<file path="src/rtl/timer_gate_pkg.sv">
// Functional notes
// - Byte reads return stable count values
// - Gate enable and polarity control counting
// - Gated counter counts only at active level
// - Two-bit select picks pin, overflow, comparator
// - Companion wrap FFh to 00h makes pulse
// - Comparator gate synchronized or left raw
// - Toggle flip-flop flips on incrementing edge
// - Toggle flip-flop held clear when disabled
// - Arm, count from edge, clear at trailing
// - No counting after pulse until rearmed
// - Toggle and single-pulse work together
// - Gate value status always readable
// - Gate value fall sets gate event flag
// - Gate event flag works without gate enable
// - Wrap FFFFh to 0000h sets overflow flag
// - Overflow interrupt needs four enable bits
// - Sleep counts only unsynchronized external; wakes
// - Timer off stops count, clears flip-flop
package timer_gate_pkg;

    // ----------------------------------------
    // Register map (byte addresses)
    // ----------------------------------------
    localparam int unsigned ADDR_W = 5;
    localparam logic [4:0] CTRL_OFS = 5'h00;
    localparam logic [4:0] GATE_OFS = 5'h04;
    localparam logic [4:0] COUNT_OFS = 5'h08;
    localparam logic [4:0] FLAG_OFS = 5'h0C;
    localparam logic [4:0] IEN_OFS = 5'h10;

    // ----------------------------------------
    // Constants
    // ----------------------------------------
    localparam logic [1:0] RESP_OKAY = 2'h0;
    localparam logic [1:0] RESP_SLVERR = 2'h2;
    localparam logic [1:0] GSS_PIN = 2'h0;
    localparam logic [1:0] GSS_COMPANION = 2'h1;
    localparam logic [1:0] GSS_COMPARATOR = 2'h2;
    localparam logic [7:0] COMPANION_MAX = 8'hFF;
    localparam logic [15:0] COUNT_MAX = 16'hFFFF;

    // ----------------------------------------
    // Field layouts, within the low byte of each word
    // ----------------------------------------
    typedef struct packed {
        logic comp_sync;        // bit 3
        logic no_sync_control;  // bit 2
        logic clock_source_select; // bit 1, 1 = external pin
        logic timer_on;         // bit 0
    } ctrl_t;
    typedef struct packed {
        logic gate_enable;      // bit 7
        logic gate_polarity;    // bit 6
        logic gate_toggle_mode; // bit 5
        logic gate_single_pulse_mode; // bit 4
    } gate_cfg_t;
    typedef struct packed {
        logic global_irq_enable;     // bit 3
        logic peripheral_irq_enable; // bit 2
        logic overflow_irq_enable;   // bit 1
        logic gate_event_irq_enable; // bit 0
    } irq_en_t;

    // Single-pulse sequencer
    typedef enum logic [2:0] {
        SP_IDLE = 3'b001,
        SP_ARMED = 3'b010,
        SP_ACTIVE = 3'b100
    } sp_state_t;

endpackage

</file>
<file path="src/rtl/gated_sixteen_bit_timer.sv">
// The AXI4-Lite register port and the address map are this design's own decisions.
`timescale 1ns/1ps
module gated_sixteen_bit_timer (
    // Clock and reset
    input wire logic aclk,
    input wire logic aresetn,
    // AXI4-Lite write address and data
    input wire logic [timer_gate_pkg::ADDR_W-1:0] s_axi_awaddr,
    input wire logic s_axi_awvalid,
    output logic s_axi_awready,
    input wire logic [31:0] s_axi_wdata,
    input wire logic [3:0] s_axi_wstrb,
    input wire logic s_axi_wvalid,
    output logic s_axi_wready,
    // AXI4-Lite write response
    output logic [1:0] s_axi_bresp,
    output logic s_axi_bvalid,
    input wire logic s_axi_bready,
    // AXI4-Lite read
    input wire logic [timer_gate_pkg::ADDR_W-1:0] s_axi_araddr,
    input wire logic s_axi_arvalid,
    output logic s_axi_arready,
    output logic [31:0] s_axi_rdata,
    output logic [1:0] s_axi_rresp,
    output logic s_axi_rvalid,
    input wire logic s_axi_rready,
    // Pins and neighbouring logic
    input wire logic gate_pin,
    input wire logic comparator_gate_output,
    input wire logic ext_clock_pin,
    input wire logic [7:0] companion_8bit_timer,
    input wire logic sleep_active,
    // Core requests
    output logic irq_request,
    output logic wake_request
);

    // ----------------------------------------
    // Registers
    // ----------------------------------------
    timer_gate_pkg::ctrl_t ctrl_reg;       // Timer control
    timer_gate_pkg::gate_cfg_t gcfg_reg;   // Gate configuration
    timer_gate_pkg::irq_en_t ien_reg;      // Interrupt enables
    logic [1:0] gate_source_select_reg;    // Gate source
    logic single_pulse_arm_reg;            // Arm, cleared by hardware
    logic [15:0] count_reg;                // The counter
    logic overflow_flag_reg;               // Sticky wrap flag
    logic gate_event_flag_reg;             // Sticky gate-fall flag
    logic gate_value_reg;                  // Gate value status
    logic toggle_ff_reg;                   // Gate toggle flip-flop
    timer_gate_pkg::sp_state_t sp_reg;     // Single-pulse state
    logic [2:0] sync1_reg;                 // First synchroniser stage
    logic [2:0] sync2_reg;                 // Second synchroniser stage
    logic ext_clk_prev_reg;                // External clock history
    logic comp_hold_reg;                   // Comparator sampled on ticks
    logic [7:0] companion_prev_reg;        // Companion timer history
    logic companion_pulse_reg;             // Wrap pulse
    logic pol_prev_reg;                    // Polarity-corrected history

    // ----------------------------------------
    // Bus wiring
    // ----------------------------------------
    logic [timer_gate_pkg::ADDR_W-1:0] waddr_reg; // Captured address
    logic [31:0] wdata_reg;                // Captured data
    logic [3:0] wstrb_reg;                 // Captured strobes
    logic do_write;                        // Both halves present
    logic wr_ctrl, wr_gate, wr_count, wr_flag, wr_ien;
    logic wr_hit;                          // Write address mapped

    assign do_write = !s_axi_awready && !s_axi_wready && !s_axi_bvalid;
    assign wr_ctrl = do_write && waddr_reg == timer_gate_pkg::CTRL_OFS;
    assign wr_gate = do_write && waddr_reg == timer_gate_pkg::GATE_OFS;
    assign wr_count = do_write && waddr_reg == timer_gate_pkg::COUNT_OFS;
    assign wr_flag = do_write && waddr_reg == timer_gate_pkg::FLAG_OFS;
    assign wr_ien = do_write && waddr_reg == timer_gate_pkg::IEN_OFS;
    assign wr_hit = wr_ctrl || wr_gate || wr_count || wr_flag || wr_ien;

    // Write channels: either may come first, reply one cycle after both
    always_ff @(posedge aclk) begin
        if (!aresetn) begin
            s_axi_awready <= 1'b1;
            s_axi_wready <= 1'b1;
            s_axi_bvalid <= 1'b0;
            s_axi_bresp <= timer_gate_pkg::RESP_OKAY;
            waddr_reg <= '0;
            wdata_reg <= 32'h0000_0000;
            wstrb_reg <= 4'h0;
        end else begin
            if (s_axi_awvalid && s_axi_awready) begin
                // Word-align the address
                waddr_reg <= {s_axi_awaddr[timer_gate_pkg::ADDR_W-1:2], 2'b00};
                s_axi_awready <= 1'b0;
            end
            if (s_axi_wvalid && s_axi_wready) begin
                wdata_reg <= s_axi_wdata;
                wstrb_reg <= s_axi_wstrb;
                s_axi_wready <= 1'b0;
            end
            if (do_write) begin
                // Unmapped address answers an error, stores nothing
                s_axi_bvalid <= 1'b1;
                s_axi_bresp <= wr_hit ? timer_gate_pkg::RESP_OKAY
                                      : timer_gate_pkg::RESP_SLVERR;
            end else if (s_axi_bvalid && s_axi_bready) begin
                s_axi_bvalid <= 1'b0;
                s_axi_awready <= 1'b1;
                s_axi_wready <= 1'b1;
            end
        end
    end

    // Read channel: data one cycle after address, reserved bits zero
    always_ff @(posedge aclk) begin
        if (!aresetn) begin
            s_axi_arready <= 1'b1;
            s_axi_rvalid <= 1'b0;
            s_axi_rdata <= 32'h0000_0000;
            s_axi_rresp <= timer_gate_pkg::RESP_OKAY;
        end else if (s_axi_arvalid && s_axi_arready) begin
            s_axi_arready <= 1'b0;
            s_axi_rvalid <= 1'b1;
            s_axi_rresp <= timer_gate_pkg::RESP_OKAY;
            case ({s_axi_araddr[timer_gate_pkg::ADDR_W-1:2], 2'b00})
                timer_gate_pkg::CTRL_OFS: s_axi_rdata <= {28'h000_0000, ctrl_reg};
                timer_gate_pkg::GATE_OFS: begin
                    s_axi_rdata <= {24'h00_0000, gcfg_reg, single_pulse_arm_reg,
                                    gate_value_reg, gate_source_select_reg};
                end
                // Count lives in this clock domain, so both bytes are stable
                timer_gate_pkg::COUNT_OFS: s_axi_rdata <= {16'h0000, count_reg};
                timer_gate_pkg::FLAG_OFS: begin
                    s_axi_rdata <= {30'h000_0000, overflow_flag_reg, gate_event_flag_reg};
                end
                timer_gate_pkg::IEN_OFS: s_axi_rdata <= {28'h000_0000, ien_reg};
                default: begin
                    s_axi_rdata <= 32'h0000_0000;
                    s_axi_rresp <= timer_gate_pkg::RESP_SLVERR;
                end
            endcase
        end else if (s_axi_rvalid && s_axi_rready) begin
            s_axi_rvalid <= 1'b0;
            s_axi_arready <= 1'b1;
        end
    end

    // Configuration registers
    always_ff @(posedge aclk) begin
        if (!aresetn) begin
            ctrl_reg <= '0;
            gcfg_reg <= '0;
            ien_reg <= '0;
            gate_source_select_reg <= timer_gate_pkg::GSS_PIN;
        end else begin
            if (wr_ctrl && wstrb_reg[0]) ctrl_reg <= wdata_reg[3:0];
            if (wr_gate && wstrb_reg[0]) begin
                gcfg_reg <= wdata_reg[7:4];
                gate_source_select_reg <= wdata_reg[1:0];
            end
            if (wr_ien && wstrb_reg[0]) ien_reg <= wdata_reg[3:0];
        end
    end

    // ----------------------------------------
    // Input synchronisers
    // ----------------------------------------
    // Pins and comparator are asynchronous: two stages before any use
    always_ff @(posedge aclk) begin
        if (!aresetn) begin
            sync1_reg <= 3'h0;
            sync2_reg <= 3'h0;
        end else begin
            sync1_reg <= {ext_clock_pin, comparator_gate_output, gate_pin};
            sync2_reg <= sync1_reg;
        end
    end

    logic ext_rise;   // Rising edge of the external clock
    logic tick;       // Clock-source edge for the counter
    logic sleep_ok;   // Counting allowed in the current power state
    assign ext_rise = sync2_reg[2] && !ext_clk_prev_reg;
    assign tick = ctrl_reg.clock_source_select ? ext_rise : 1'b1;
    // In sleep only the unsynchronised external counter keeps running
    assign sleep_ok = !sleep_active
                   || (ctrl_reg.clock_source_select && ctrl_reg.no_sync_control);

    // ----------------------------------------
    // Gate source selection
    // ----------------------------------------
    logic src_lvl;    // Selected raw source
    logic pol_lvl;    // Source corrected for polarity
    logic pol_rise;   // Incrementing edge of the gate
    logic pol_fall;   // Trailing edge of the gate
    logic tgl_lvl;    // After optional toggle stage
    logic gate_val;   // Final gate level

    always_comb begin
        case (gate_source_select_reg)
            timer_gate_pkg::GSS_PIN: src_lvl = sync2_reg[0];
            timer_gate_pkg::GSS_COMPANION: src_lvl = companion_pulse_reg;
            timer_gate_pkg::GSS_COMPARATOR: begin
                // Sampled on counter ticks, or passed through as is
                src_lvl = ctrl_reg.comp_sync ? comp_hold_reg : sync2_reg[1];
            end
            default: src_lvl = 1'b0; // Reserved code gates nothing
        endcase
    end

    // Polarity folded in so downstream logic sees active-high
    assign pol_lvl = src_lvl ^ !gcfg_reg.gate_polarity;
    assign pol_rise = pol_lvl && !pol_prev_reg;
    assign pol_fall = !pol_lvl && pol_prev_reg;
    assign tgl_lvl = gcfg_reg.gate_toggle_mode ? toggle_ff_reg : pol_lvl;
    // Single-pulse gating sits behind the toggle stage, so both combine
    assign gate_val = gcfg_reg.gate_single_pulse_mode ? (sp_reg == timer_gate_pkg::SP_ACTIVE)
                                                      : tgl_lvl;

    // Edge history and companion wrap detection
    always_ff @(posedge aclk) begin
        if (!aresetn) begin
            ext_clk_prev_reg <= 1'b0;
            pol_prev_reg <= 1'b0;
            companion_prev_reg <= 8'h00;
            companion_pulse_reg <= 1'b0;
            comp_hold_reg <= 1'b0;
        end else begin
            ext_clk_prev_reg <= sync2_reg[2];
            pol_prev_reg <= pol_lvl;
            companion_prev_reg <= companion_8bit_timer;
            // One-cycle high pulse when the companion wraps to zero
            companion_pulse_reg <= companion_prev_reg == timer_gate_pkg::COMPANION_MAX
                                && companion_8bit_timer == 8'h00;
            if (tick) comp_hold_reg <= sync2_reg[1];
        end
    end

    // Toggle flip-flop, held clear when unused or timer is off
    always_ff @(posedge aclk) begin
        if (!aresetn) begin
            toggle_ff_reg <= 1'b0;
        end else if (!gcfg_reg.gate_toggle_mode || !ctrl_reg.timer_on) begin
            toggle_ff_reg <= 1'b0;
        end else if (pol_rise) begin
            toggle_ff_reg <= !toggle_ff_reg;
        end
    end

    // ----------------------------------------
    // Single-pulse sequencer
    // ----------------------------------------
    // The trailing edge is taken from the toggle stage when it is on
    logic sp_rise, sp_fall, tgl_prev_reg;
    assign sp_rise = gcfg_reg.gate_toggle_mode ? (toggle_ff_reg && !tgl_prev_reg) : pol_rise;
    assign sp_fall = gcfg_reg.gate_toggle_mode ? (!toggle_ff_reg && tgl_prev_reg) : pol_fall;

    always_ff @(posedge aclk) begin
        if (!aresetn) begin
            sp_reg <= timer_gate_pkg::SP_IDLE;
            single_pulse_arm_reg <= 1'b0;
            tgl_prev_reg <= 1'b0;
        end else begin
            tgl_prev_reg <= toggle_ff_reg;
            case (sp_reg)
                timer_gate_pkg::SP_IDLE: begin
                    if (single_pulse_arm_reg && gcfg_reg.gate_single_pulse_mode) begin
                        sp_reg <= timer_gate_pkg::SP_ARMED;
                    end
                end
                timer_gate_pkg::SP_ARMED: begin
                    if (!single_pulse_arm_reg || !gcfg_reg.gate_single_pulse_mode) begin
                        sp_reg <= timer_gate_pkg::SP_IDLE;
                    end else if (sp_rise) begin
                        sp_reg <= timer_gate_pkg::SP_ACTIVE;
                    end
                end
                timer_gate_pkg::SP_ACTIVE: begin
                    if (sp_fall || !gcfg_reg.gate_single_pulse_mode) begin
                        sp_reg <= timer_gate_pkg::SP_IDLE;
                    end
                end
                default: sp_reg <= timer_gate_pkg::SP_IDLE;
            endcase
            // Software arming wins over the hardware clear
            if (wr_gate && wstrb_reg[0]) begin
                single_pulse_arm_reg <= wdata_reg[3];
            end else if (sp_reg == timer_gate_pkg::SP_ACTIVE && sp_fall) begin
                single_pulse_arm_reg <= 1'b0;
            end
        end
    end

    // ----------------------------------------
    // Counter and flags
    // ----------------------------------------
    logic inc;        // Counter advances this cycle
    logic wrap;       // Counter wraps this cycle
    assign inc = ctrl_reg.timer_on && (!gcfg_reg.gate_enable || gate_value_reg)
              && tick && sleep_ok;
    assign wrap = inc && count_reg == timer_gate_pkg::COUNT_MAX;

    // Byte writes take precedence over a coincident increment
    always_ff @(posedge aclk) begin
        if (!aresetn) begin
            count_reg <= 16'h0000;
        end else if (wr_count && (wstrb_reg[0] || wstrb_reg[1])) begin
            if (wstrb_reg[0]) count_reg[7:0] <= wdata_reg[7:0];
            if (wstrb_reg[1]) count_reg[15:8] <= wdata_reg[15:8];
        end else if (inc) begin
            count_reg <= count_reg + 16'h0001;
        end
    end

    // Gate value status tracks the gate regardless of gate enable
    always_ff @(posedge aclk) begin
        if (!aresetn) begin
            gate_value_reg <= 1'b0;
        end else begin
            gate_value_reg <= gate_val;
        end
    end

    // Sticky flags, write one to clear, a new event beats the clear
    always_ff @(posedge aclk) begin
        if (!aresetn) begin
            overflow_flag_reg <= 1'b0;
            gate_event_flag_reg <= 1'b0;
        end else begin
            if (wrap) begin
                overflow_flag_reg <= 1'b1;
            end else if (wr_flag && wstrb_reg[0] && wdata_reg[1]) begin
                overflow_flag_reg <= 1'b0;
            end
            if (gate_value_reg && !gate_val) begin
                gate_event_flag_reg <= 1'b1;
            end else if (wr_flag && wstrb_reg[0] && wdata_reg[0]) begin
                gate_event_flag_reg <= 1'b0;
            end
        end
    end

    // Interrupt and wake requests to the core
    always_ff @(posedge aclk) begin
        if (!aresetn) begin
            irq_request <= 1'b0;
            wake_request <= 1'b0;
        end else begin
            irq_request <= ien_reg.global_irq_enable && ien_reg.peripheral_irq_enable
                && ((overflow_flag_reg && ien_reg.overflow_irq_enable
                     && ctrl_reg.timer_on)
                    || (gate_event_flag_reg && ien_reg.gate_event_irq_enable));
            // Wake needs no global enable; the core resumes either way
            wake_request <= sleep_active && overflow_flag_reg && ctrl_reg.timer_on
                && ien_reg.overflow_irq_enable && ien_reg.peripheral_irq_enable;
        end
    end
endmodule

</file>
<file path="config.mk">
export PLATFORM = sky130hd
export DESIGN_NAME = gated_sixteen_bit_timer
export DESIGN_NICKNAME = d
export VERILOG_FILES = /design/src/rtl/timer_gate_pkg.sv /design/src/rtl/gated_sixteen_bit_timer.sv
export SDC_FILE = /design/constraint.sdc
export NUM_CORES = 1
export LEC_CHECK = 0
export ABC_CLOCK_PERIOD_IN_PS = 2300
export BUFFER_PORTS_ARGS = -buffer_cell sky130_fd_sc_hd__buf_4
export CAP_MARGIN = 20
export CORE_MARGIN = 4
export CORE_UTILIZATION = 25
export CTS_BUF_LIST = sky130_fd_sc_hd__clkbuf_8
export DETAILED_ROUTE_END_ITERATION = 12
export SLEW_MARGIN = 20
export SYNTH_ARGS = -nofsm -noshare
export SYNTH_HDL_FRONTEND = slang
export SYNTH_SLANG_ARGS = --single-unit
export TNS_END_PERCENT = 30
</file>
<file path="constraint.sdc">
create_clock -name aclk -period 2.3 [get_ports aclk]
set_input_delay 0.345 -clock aclk [delete_from_list [all_inputs] [get_ports aclk]]
set_output_delay 0.345 -clock aclk [all_outputs]
set_load 0.02 [all_outputs]
</file>
# Word-level counts from Yosys, hierarchy flattened
# Index checks and enable logic that the tools add are counted.
[totals] regBits=121 out_inout_bits=43 inputBits=65 wordCells=186
[classes] bitwise_logic=2 add_sub_neg=1 n_reduce_logical=84 muxes=37 eq_ne=20
[ops] op="$pmux W16 S5" count=1
[ops] op="$logic_and A1 B1 Y1" count=42
[ops] op="$mux W16" count=2
[ops] op="$mux W1" count=24
[ops] op="$add A16 B1 Y16 const B" count=1
[ops] op="$eq A16 B16 Y1 const B" count=1
[ops] op="$logic_not A1 Y1" count=16
[ops] op="$mux W8" count=2
[ops] op="$eq A3 B2 Y1 const B" count=5
[ops] op="$mux W3" count=4
[ops] op="$reduce_bool A2 Y1" count=6
[ops] op="$logic_or A1 B1 Y1" count=11
[ops] op="$eq A3 B1 Y1 const B" count=3
[ops] op="$eq A3 B3 Y1 const B" count=3
[ops] op="$pmux W3 S3" count=1
[ops] op="$eq A8 B8 Y1 const B" count=1
[ops] op="$logic_not A8 Y1" count=1
[ops] op="$ne A2 B2 Y1 const B" count=4
[ops] op="$logic_not A5 Y1" count=1
[ops] op="$reduce_or A5 Y1" count=1
[ops] op="$mux W2" count=2
[ops] op="$reduce_and A2 Y1" count=2
[ops] op="$logic_not A3 Y1" count=1
[ops] op="$ne A3 B3 Y1 const B" count=1
[ops] op="8 further kinds" count=8

# Longest topological paths before layout
# Gate-level depths: netlist of run 1.
[logic_depth] depth_word=9 mapped_depth=8 depth_no_buf=6

# Worst setup path before layout of run 1
# No wires, ideal clock.
[synth_timing] path_kind="flip-flop to flip-flop" start="reg s_axi_bvalid" end="reg count_reg[12]" path_slack_ns=0.595 path_buffers=1 t_required_ns=2.181 arrival_ns=1.586 path_stages_with_launch=7 path_cell_list="dfxtp_1 -> nor3_4 -> o211a_1 -> buf_4 -> nor2_2 -> o22a_1 -> o221a_1"
[synth_via] elab_chain_len=6 word_cells_on_any_way=8
[synth_lines] item="start, declared" line="gated_sixteen_bit_timer.sv:17" rtl="output logic s_axi_bvalid,"
[synth_lines] item="start signal, assigned" line="gated_sixteen_bit_timer.sv:83" rtl="s_axi_bvalid <= 1'b0;"
[synth_lines] item="start signal, assigned" line="gated_sixteen_bit_timer.sv:101" rtl="s_axi_bvalid <= 1'b1;"
[synth_lines] item="start signal, assigned" line="gated_sixteen_bit_timer.sv:105" rtl="s_axi_bvalid <= 1'b0;"
[synth_lines] item="$logic_not A1 Y1 (*)" line="gated_sixteen_bit_timer.sv:70" rtl="assign do_write = !s_axi_awready && !s_axi_wready && !s_axi_bvalid;"
[synth_lines] item="$logic_and A1 B1 Y1 (*)" line="gated_sixteen_bit_timer.sv:70"
[synth_lines] item="$logic_and A1 B1 Y1 (*)" line="gated_sixteen_bit_timer.sv:73" rtl="assign wr_count = do_write && waddr_reg == timer_gate_pkg::COUNT_OFS;"
[synth_lines] item="$logic_and A1 B1 Y1 (*)" line="gated_sixteen_bit_timer.sv:304" rtl="end else if (wr_count && (wstrb_reg[0] || wstrb_reg[1])) begin"
[synth_lines] item="$ne A2 B2 Y1 (no source line) or $reduce_bool A2 Y1 (tied branches)"
[synth_lines] item="$reduce_and A2 Y1 (no source line)"
[synth_lines] item="end signal, assigned" line="gated_sixteen_bit_timer.sv:306" rtl="if (wstrb_reg[1]) count_reg[15:8] <= wdata_reg[15:8];"
[synth_lines] item="end signal, assigned" line="gated_sixteen_bit_timer.sv:308" rtl="count_reg <= count_reg + 16'h0001;"
[synth_lines] item="end, declared" line="gated_sixteen_bit_timer.sv:46" rtl="logic [15:0] count_reg;"
# Every way passes the cells marked *; elsewhere a longest branch is shown, timed or not.
# A chain may end at the register's enable or synchronous reset.

# Worst setup path in the final report of run 1
# Same ends and word-level chain as after synthesis.

==> metrics.txt, run 1 <==
result of the run=finished clean; instance count of the mapped netlist=529; master of the slowest instance on the critical path=and3_1; leading cell types in the layout, fill and taps excluded=dfxtp_1, buf_4, nand2_1; number of antenna violations at the first check in global routing=0; Synthesis Warnings=0; initial DRC count=290; number of diodes=0; number of enable-type register cells in the synthesized netlist=0; Total Negative Setup Slacks=0 ps; most common library cell in the layout ignoring fill and taps=dfxtp_1; Clk pin slew, worst setup/hold paths=90 ps; via count of the first global-routing pass=3,534; critical path capture point type=flop; DPL Wire Length=8.85 mm; number of endpoints with negative hold slack in the final report=0; CTS tree=built; Worst EP arrival=2200 ps; highest clock rate=0.522 GHz; register cell area after layout=0.00206 mm2; post-route clock period utilization=0.833; Horiz. Die Dim=144 um; Pre-Repair DR Iteration Count=4; leading cell types by total area after synthesis=dfxtp_1, nand2_1, a21oi_1; maximum buffer depth of the clock tree=2; number of H-tree levels=3; met3 demand-to-capacity share in global routing=0.0276; Die Footprint=0.0206 mm2; P per Cell Area=621 mW/mm2; FF+latch count, synth=103; clock latency reported for the late side of the worst-skew pair=390 ps; Netlist cell types=66; IR drop worst, VDD=0.312 mV; Rel. slew slack=0.422; CTS Hold Bufs=0; library cell with the largest summed area after synthesis=dfxtp_1; Max Cap Viol=0; count of pins over their slew limit=0; buffers plus inverters on the worst setup path=0; Clock Sink Count=103; clock tree root driver cell=clkbuf_8; startpoint class of the critical path=flop; met1 track demand over resource in global routing=0.165; category of cells accounting for the largest share of critical-path delay=simple AND/OR/NAND/NOR gates; Cell Area, Synth=0.00460 mm2; min Tclk post-route=1920 ps; CTS Buf Count=9; RSZ-0062 raised after global routing=false; most used flip-flop cell after synthesis=dfxtp_1; cell-by-cell listing of the critical path=nor3_4, and3_1, o21a_1, a21oi_1, o221a_1; antenna viol nets, final=0; Clock Skews=8.51 ps; critical path required time=2580 ps; total global routing overflow=0; wire length after detailed routing=11.8 mm; vias after detailed routing=3,914; per-cell routed wire length=14.4 um; register area share after synthesis=0.449; crit-path max FO=10; Static Leak=2.07 nW; fraction of post-synthesis cell area in the top cell type by area=0.449; count of fill cells added during filler insertion=1,943; die outline height=144 um; number of standard-cell rows in the floorplan=49; quantity of I/O buffers inserted on ports=67; busiest metal layer after global routing=met2; pin count of the biggest net entering global routing=32; Post CTS Setup Buffer Count=0; slew of the pin with the lowest slew margin=863 ps; final number of setup-violating endpoints=0; core utilization of the finished layout=0.305; worst min-delay path category=primary input to flop; Area growth, synth to finish=19.4%; worst hold-check slack=122 ps; routability cong.=0.823; Final nets=653; all-layer global routing usage=0.116; mean number of vias per cell=4.77; core footprint=0.0180 mm2; share of final-layout standard cells stronger than drive strength 1=0.184; Max stage delay on crit path=390 ps; global-route wire length before repair=18.8 mm; total area of multi-input combinational cells=0.00230 mm2; type of the setup path with the least slack=flop to flop; share of synthesized registers carrying an async set or reset=0; total DRC errors in the routed layout=0; Boundary Pins=108; starting utilization of the core area=0.255; met2 layer usage reported by global route=0.169; mean instance size in the synthesized netlist=8.69 um2; Resize count post-CTS=0
power by group:
group,total (mW),switching (mW),leakage (nW),internal (mW)
combinational,0.294,0.172,1.12,0.121
sequential,1.88,0.0452,0.839,1.83
clock,1.24,0.633,0.106,0.605
total,3.41,0.851,2.07,2.56
logic make-up after synthesis:
| kind of cell | Yosys count | share of synthesized area |
|---|---|---|
| buf+inv | 57 | 0.0642 |
| simple gates | 216 | 0.243 |
| flops | 103 | 0.449 |
| other cells | 1 | 0.000816 |
| xor+xnor | 3 | 0.00572 |
| compound gates | 126 | 0.180 |
| fa+ha+maj | 2 | 0.00490 |
| mux | 21 | 0.0528 |
area by class of cell:
type	count	area share
well taps	229	0.0522
clock inverters	7	0.0162
inverters	11	0.00752
flip-flops and latches	103	0.376
repair buffers	76	0.106
clock buffers	9	0.0226
multi-input cells	386	0.420
layer usage:
metal	part of all wire	wire length (um)
met4	0.016	187
met1	0.49	5750
met2	0.43	5100
met3	0.065	773
met5	0	0
cells in the mapped netlist, drive strengths merged (2+ instances only):
cell / n
or4b: 2
o21a: 4
nand2: 68
clkbuf: 22
a21oi: 41
a31oi: 3
xnor2: 2
mux2i: 16
nor2b: 4
nand4: 5
o22ai: 3
nor4: 2
and2: 20
and4: 2
mux4: 2
a22oi: 14
nor3b: 7
o31ai: 3
a211oi: 10
mux2: 3
a221oi: 2
nor2: 45
or4: 4
nor3: 10
buf: 24
o21ai: 23
o211ai: 5
a311oi: 3
o2111ai: 2
and3: 7
nand2b: 6
inv: 11
a22o: 4
nand3b: 8
nand3: 23
dfxtp: 103
final timing paths:
| path | startpoint | to | slack, ps | cells past startpoint |
|---|---|---|---|---|
| min | companion_8bit_timer[6] | companion_pulse_reg | 120 | 2 |
| max reg2reg | s_axi_bvalid | count_reg[12] | 380 | 5 |
| max | s_axi_bvalid | count_reg[12] | 380 | 5 |
| min reg2reg | sync1_reg[1] | sync2_reg[1] | 440 | 1 |
through the flow:
stage               area [um2]  setup WS [ps]  power [mW]  cells
detailed placement        5280            350        2.22    805
global placement          5280            352        2.21    805
CTS                       5490            374        3.47    821
finish                    5490            384        3.41    821
global route              5490            234        3.56    821
floorplan                 4660            595        2.10    546
worst register-to-register path, cell delays in order (launching register included):
cell,delay (ps)
dfxtp_1,370
nor3_4,380
and3_1,390
o21a_1,340
a21oi_1,80
o221a_1,260
(Power assumes the default switching activity.)
==> run 2: changes to the inputs <==
- ABC_CLOCK_PERIOD_IN_PS: 2300 -> 1600
- clock period: 2.3 -> 1.6 ns (I/O delays scaled with it)
==> run 2 against run 1 <==
  * The run now ends with negative setup slack left
  * Critical endpoint is now sp_reg[2]
  * Design area grew 14%
  * Worst setup slack lost 470 ps
  * Global-route usage grew 0.54 points
  * Largest power group unchanged
  * Highest routed layer unchanged
  * Die area is the same
  * Routed wire length grew 7.6%
==> metrics.txt, run 2 (synthesis results as in run 1) <==
result of the run=finished, violations left (was finished clean); violated checks=negative setup slack; CTS Buf Count=9 (unchanged); mean number of vias per cell=4.63 (was 4.77); number of endpoints with negative hold slack in the final report=0 (unchanged); Total Negative Setup Slacks=-1140 ps (was 0 ps); CTS Hold Bufs=0 (unchanged); count of fill cells added during filler insertion=1,874 (was 1,943); CP Launch Point=gcfg_reg[2] (was s_axi_bvalid); Pwr Total=4.72 mW (was 3.41 mW); initial DRC count=193 (was 290); via count of the first global-routing pass=3,864 (was 3,534); most common library cell in the layout ignoring fill and taps=buf_4 (was dfxtp_1); startpoint class of the critical path=flop (unchanged); count of pins over their slew limit=0 (unchanged); highest clock rate=0.593 GHz (was 0.522 GHz); HP Start=companion_8bit_timer[6] (unchanged); quantity of I/O buffers inserted on ports=67 (unchanged); master of the slowest instance on the critical path=or4b_1 (was and3_1); antenna viol nets, final=0 (unchanged); Final nets=724 (was 653); cell-by-cell listing of the critical path=or4b_1, o211ai_1, a211oi_2, buf_4, o211ai_1, nor3_1 (was nor3_4, and3_1, o21a_1, a21oi_1, o221a_1); crit-path max FO=6 (was 10); CTS tree=built (unchanged); Horiz. Die Dim=144 um (unchanged); all-layer global routing usage=0.121 (was 0.116); total DRC errors in the routed layout=0 (unchanged); clock latency reported for the late side of the worst-skew pair=380 ps (was 390 ps); total global routing overflow=0 (unchanged); clock tree root driver cell=clkbuf_8 (unchanged); Clk pin slew, worst setup/hold paths=90 ps (about the same); starting utilization of the core area=0.255 (unchanged); Clock Sink Count=103 (unchanged); wire length after detailed routing=12.7 mm (was 11.8 mm); Clock Skews=18.6 ps (was 8.51 ps); global-route wire length before repair=19.8 mm (was 18.8 mm); post-route worst setup slack=-87.0 ps (was 384 ps); P per Cell Area=754 mW/mm2 (was 621 mW/mm2); die outline height=144 um (unchanged); vias after detailed routing=4,117 (was 3,914); Static Leak=2.47 nW (was 2.07 nW); number of diodes=0 (unchanged); Max Cap Viol=0 (unchanged); buffers plus inverters on the worst setup path=1 (was 0); Area growth, synth to finish=36.0% (was 19.4%); launch instance of the worst register-to-register path=gcfg_reg[2] (was s_axi_bvalid); number of H-tree levels=3 (unchanged); leading cell types in the layout, fill and taps excluded=buf_4, dfxtp_1, nand2_1 (was dfxtp_1, buf_4, nand2_1); per-cell routed wire length=14.3 um (was 14.4 um); category of cells accounting for the largest share of critical-path delay=simple AND/OR/NAND/NOR gates (unchanged); RSZ-0062 raised after global routing=true (was false); routability cong.=0.803 (was 0.823); maximum buffer depth of the clock tree=2 (unchanged); critical path's most frequent cell=o211ai_1; number of standard-cell rows in the floorplan=49 (unchanged); critical path capture point type=flop (unchanged); Die Footprint=0.0206 mm2 (unchanged); Worst EP arrival=1950 ps (was 2200 ps); post-route clock period utilization=1.05 (was 0.833); core footprint=0.0180 mm2 (unchanged); pin count of the biggest net entering global routing=25 (was 32); number of antenna violations at the first check in global routing=0 (unchanged); Boundary Pins=108 (unchanged); IR drop worst, VDD=0.354 mV (was 0.312 mV); DPL Wire Length=9.47 mm (was 8.85 mm); share of final-layout standard cells stronger than drive strength 1=0.325 (was 0.184); Pre-Repair DR Iteration Count=4 (unchanged); type of the setup path with the least slack=flop to flop (unchanged); min Tclk post-route=1690 ps (was 1920 ps); worst min-delay path category=primary input to flop (unchanged); Max stage delay on crit path=510 ps (was 390 ps); critical path required time=1860 ps (was 2580 ps); worst hold-check slack=36.6 ps (was 122 ps); final number of setup-violating endpoints=22 (was 0)
==> run 2: cell count changes in the layout (fill, tap and decap cells not counted), moves of 4 or more <==
cell	delta
dfxtp_2	+5
buf_6	+4
dfxtp_1	-8
buf_4	+62
==> run 2: layout make-up <==
cell class / count / area, um2 / share of cell area
multi-input combinational: 386 / 2480 / 0.397
sequential: 103 / 2080 / 0.333
timing repair buffer: 147 / 1190 / 0.191
tap: 229 / 287 / 0.0458
clock buffer: 11 / 151 / 0.0242
inverter: 11 / 41.3 / 0.00660
clock inverter: 3 / 18.8 / 0.00300
==> run 2: where the power goes <==
part | switching [mW] | total, mW | leakage, nW | internal [mW]
logic | 0.283 | 0.512 | 1.54 | 0.229
registers | 0.0535 | 2.68 | 0.843 | 2.63
clock network | 0.887 | 1.52 | 0.0876 | 0.633
==> run 2: stage by stage <==
stage                     cells  cell area, um2  setup slack (ps)  utilization
after floorplan             546            4680             -29.0            -
after global placement      866            5780             -62.2        0.321
after detailed placement    866            5780              -112        0.321
after CTS                   882            6030             -70.5        0.335
after global routing        890            6250              -188        0.347
final                       890            6250             -87.0        0.347
==> run 2: layer usage <==
layer  track usage  up-vias  wire length (um)
met5             0        -                 0
met4        0.0426        0               169
met3        0.0230       12               539
met2         0.182       87              5650
met1         0.173     1925              6350
li1              -     2093                 -
==> run 2: final timing paths <==
| check | end | cells past startpoint | slack (ps) |
|---|---|---|---|
| worst max-delay path | sp_reg[2] | 6 | -90 |
| worst min-delay path | companion_pulse_reg | 2 | 40 |
| worst max register to register | sp_reg[2] | 6 | -90 |
| worst min register to register | sync2_reg[0] | 1 | 440 |
==> run 2: timing repair <==
item                       4_1_cts  5_1_grt
setup endpoints to repair       32       34
cloned                           0        1
pin swaps                       16       15
setup buffers                    2        7
gates resized for setup         22       31
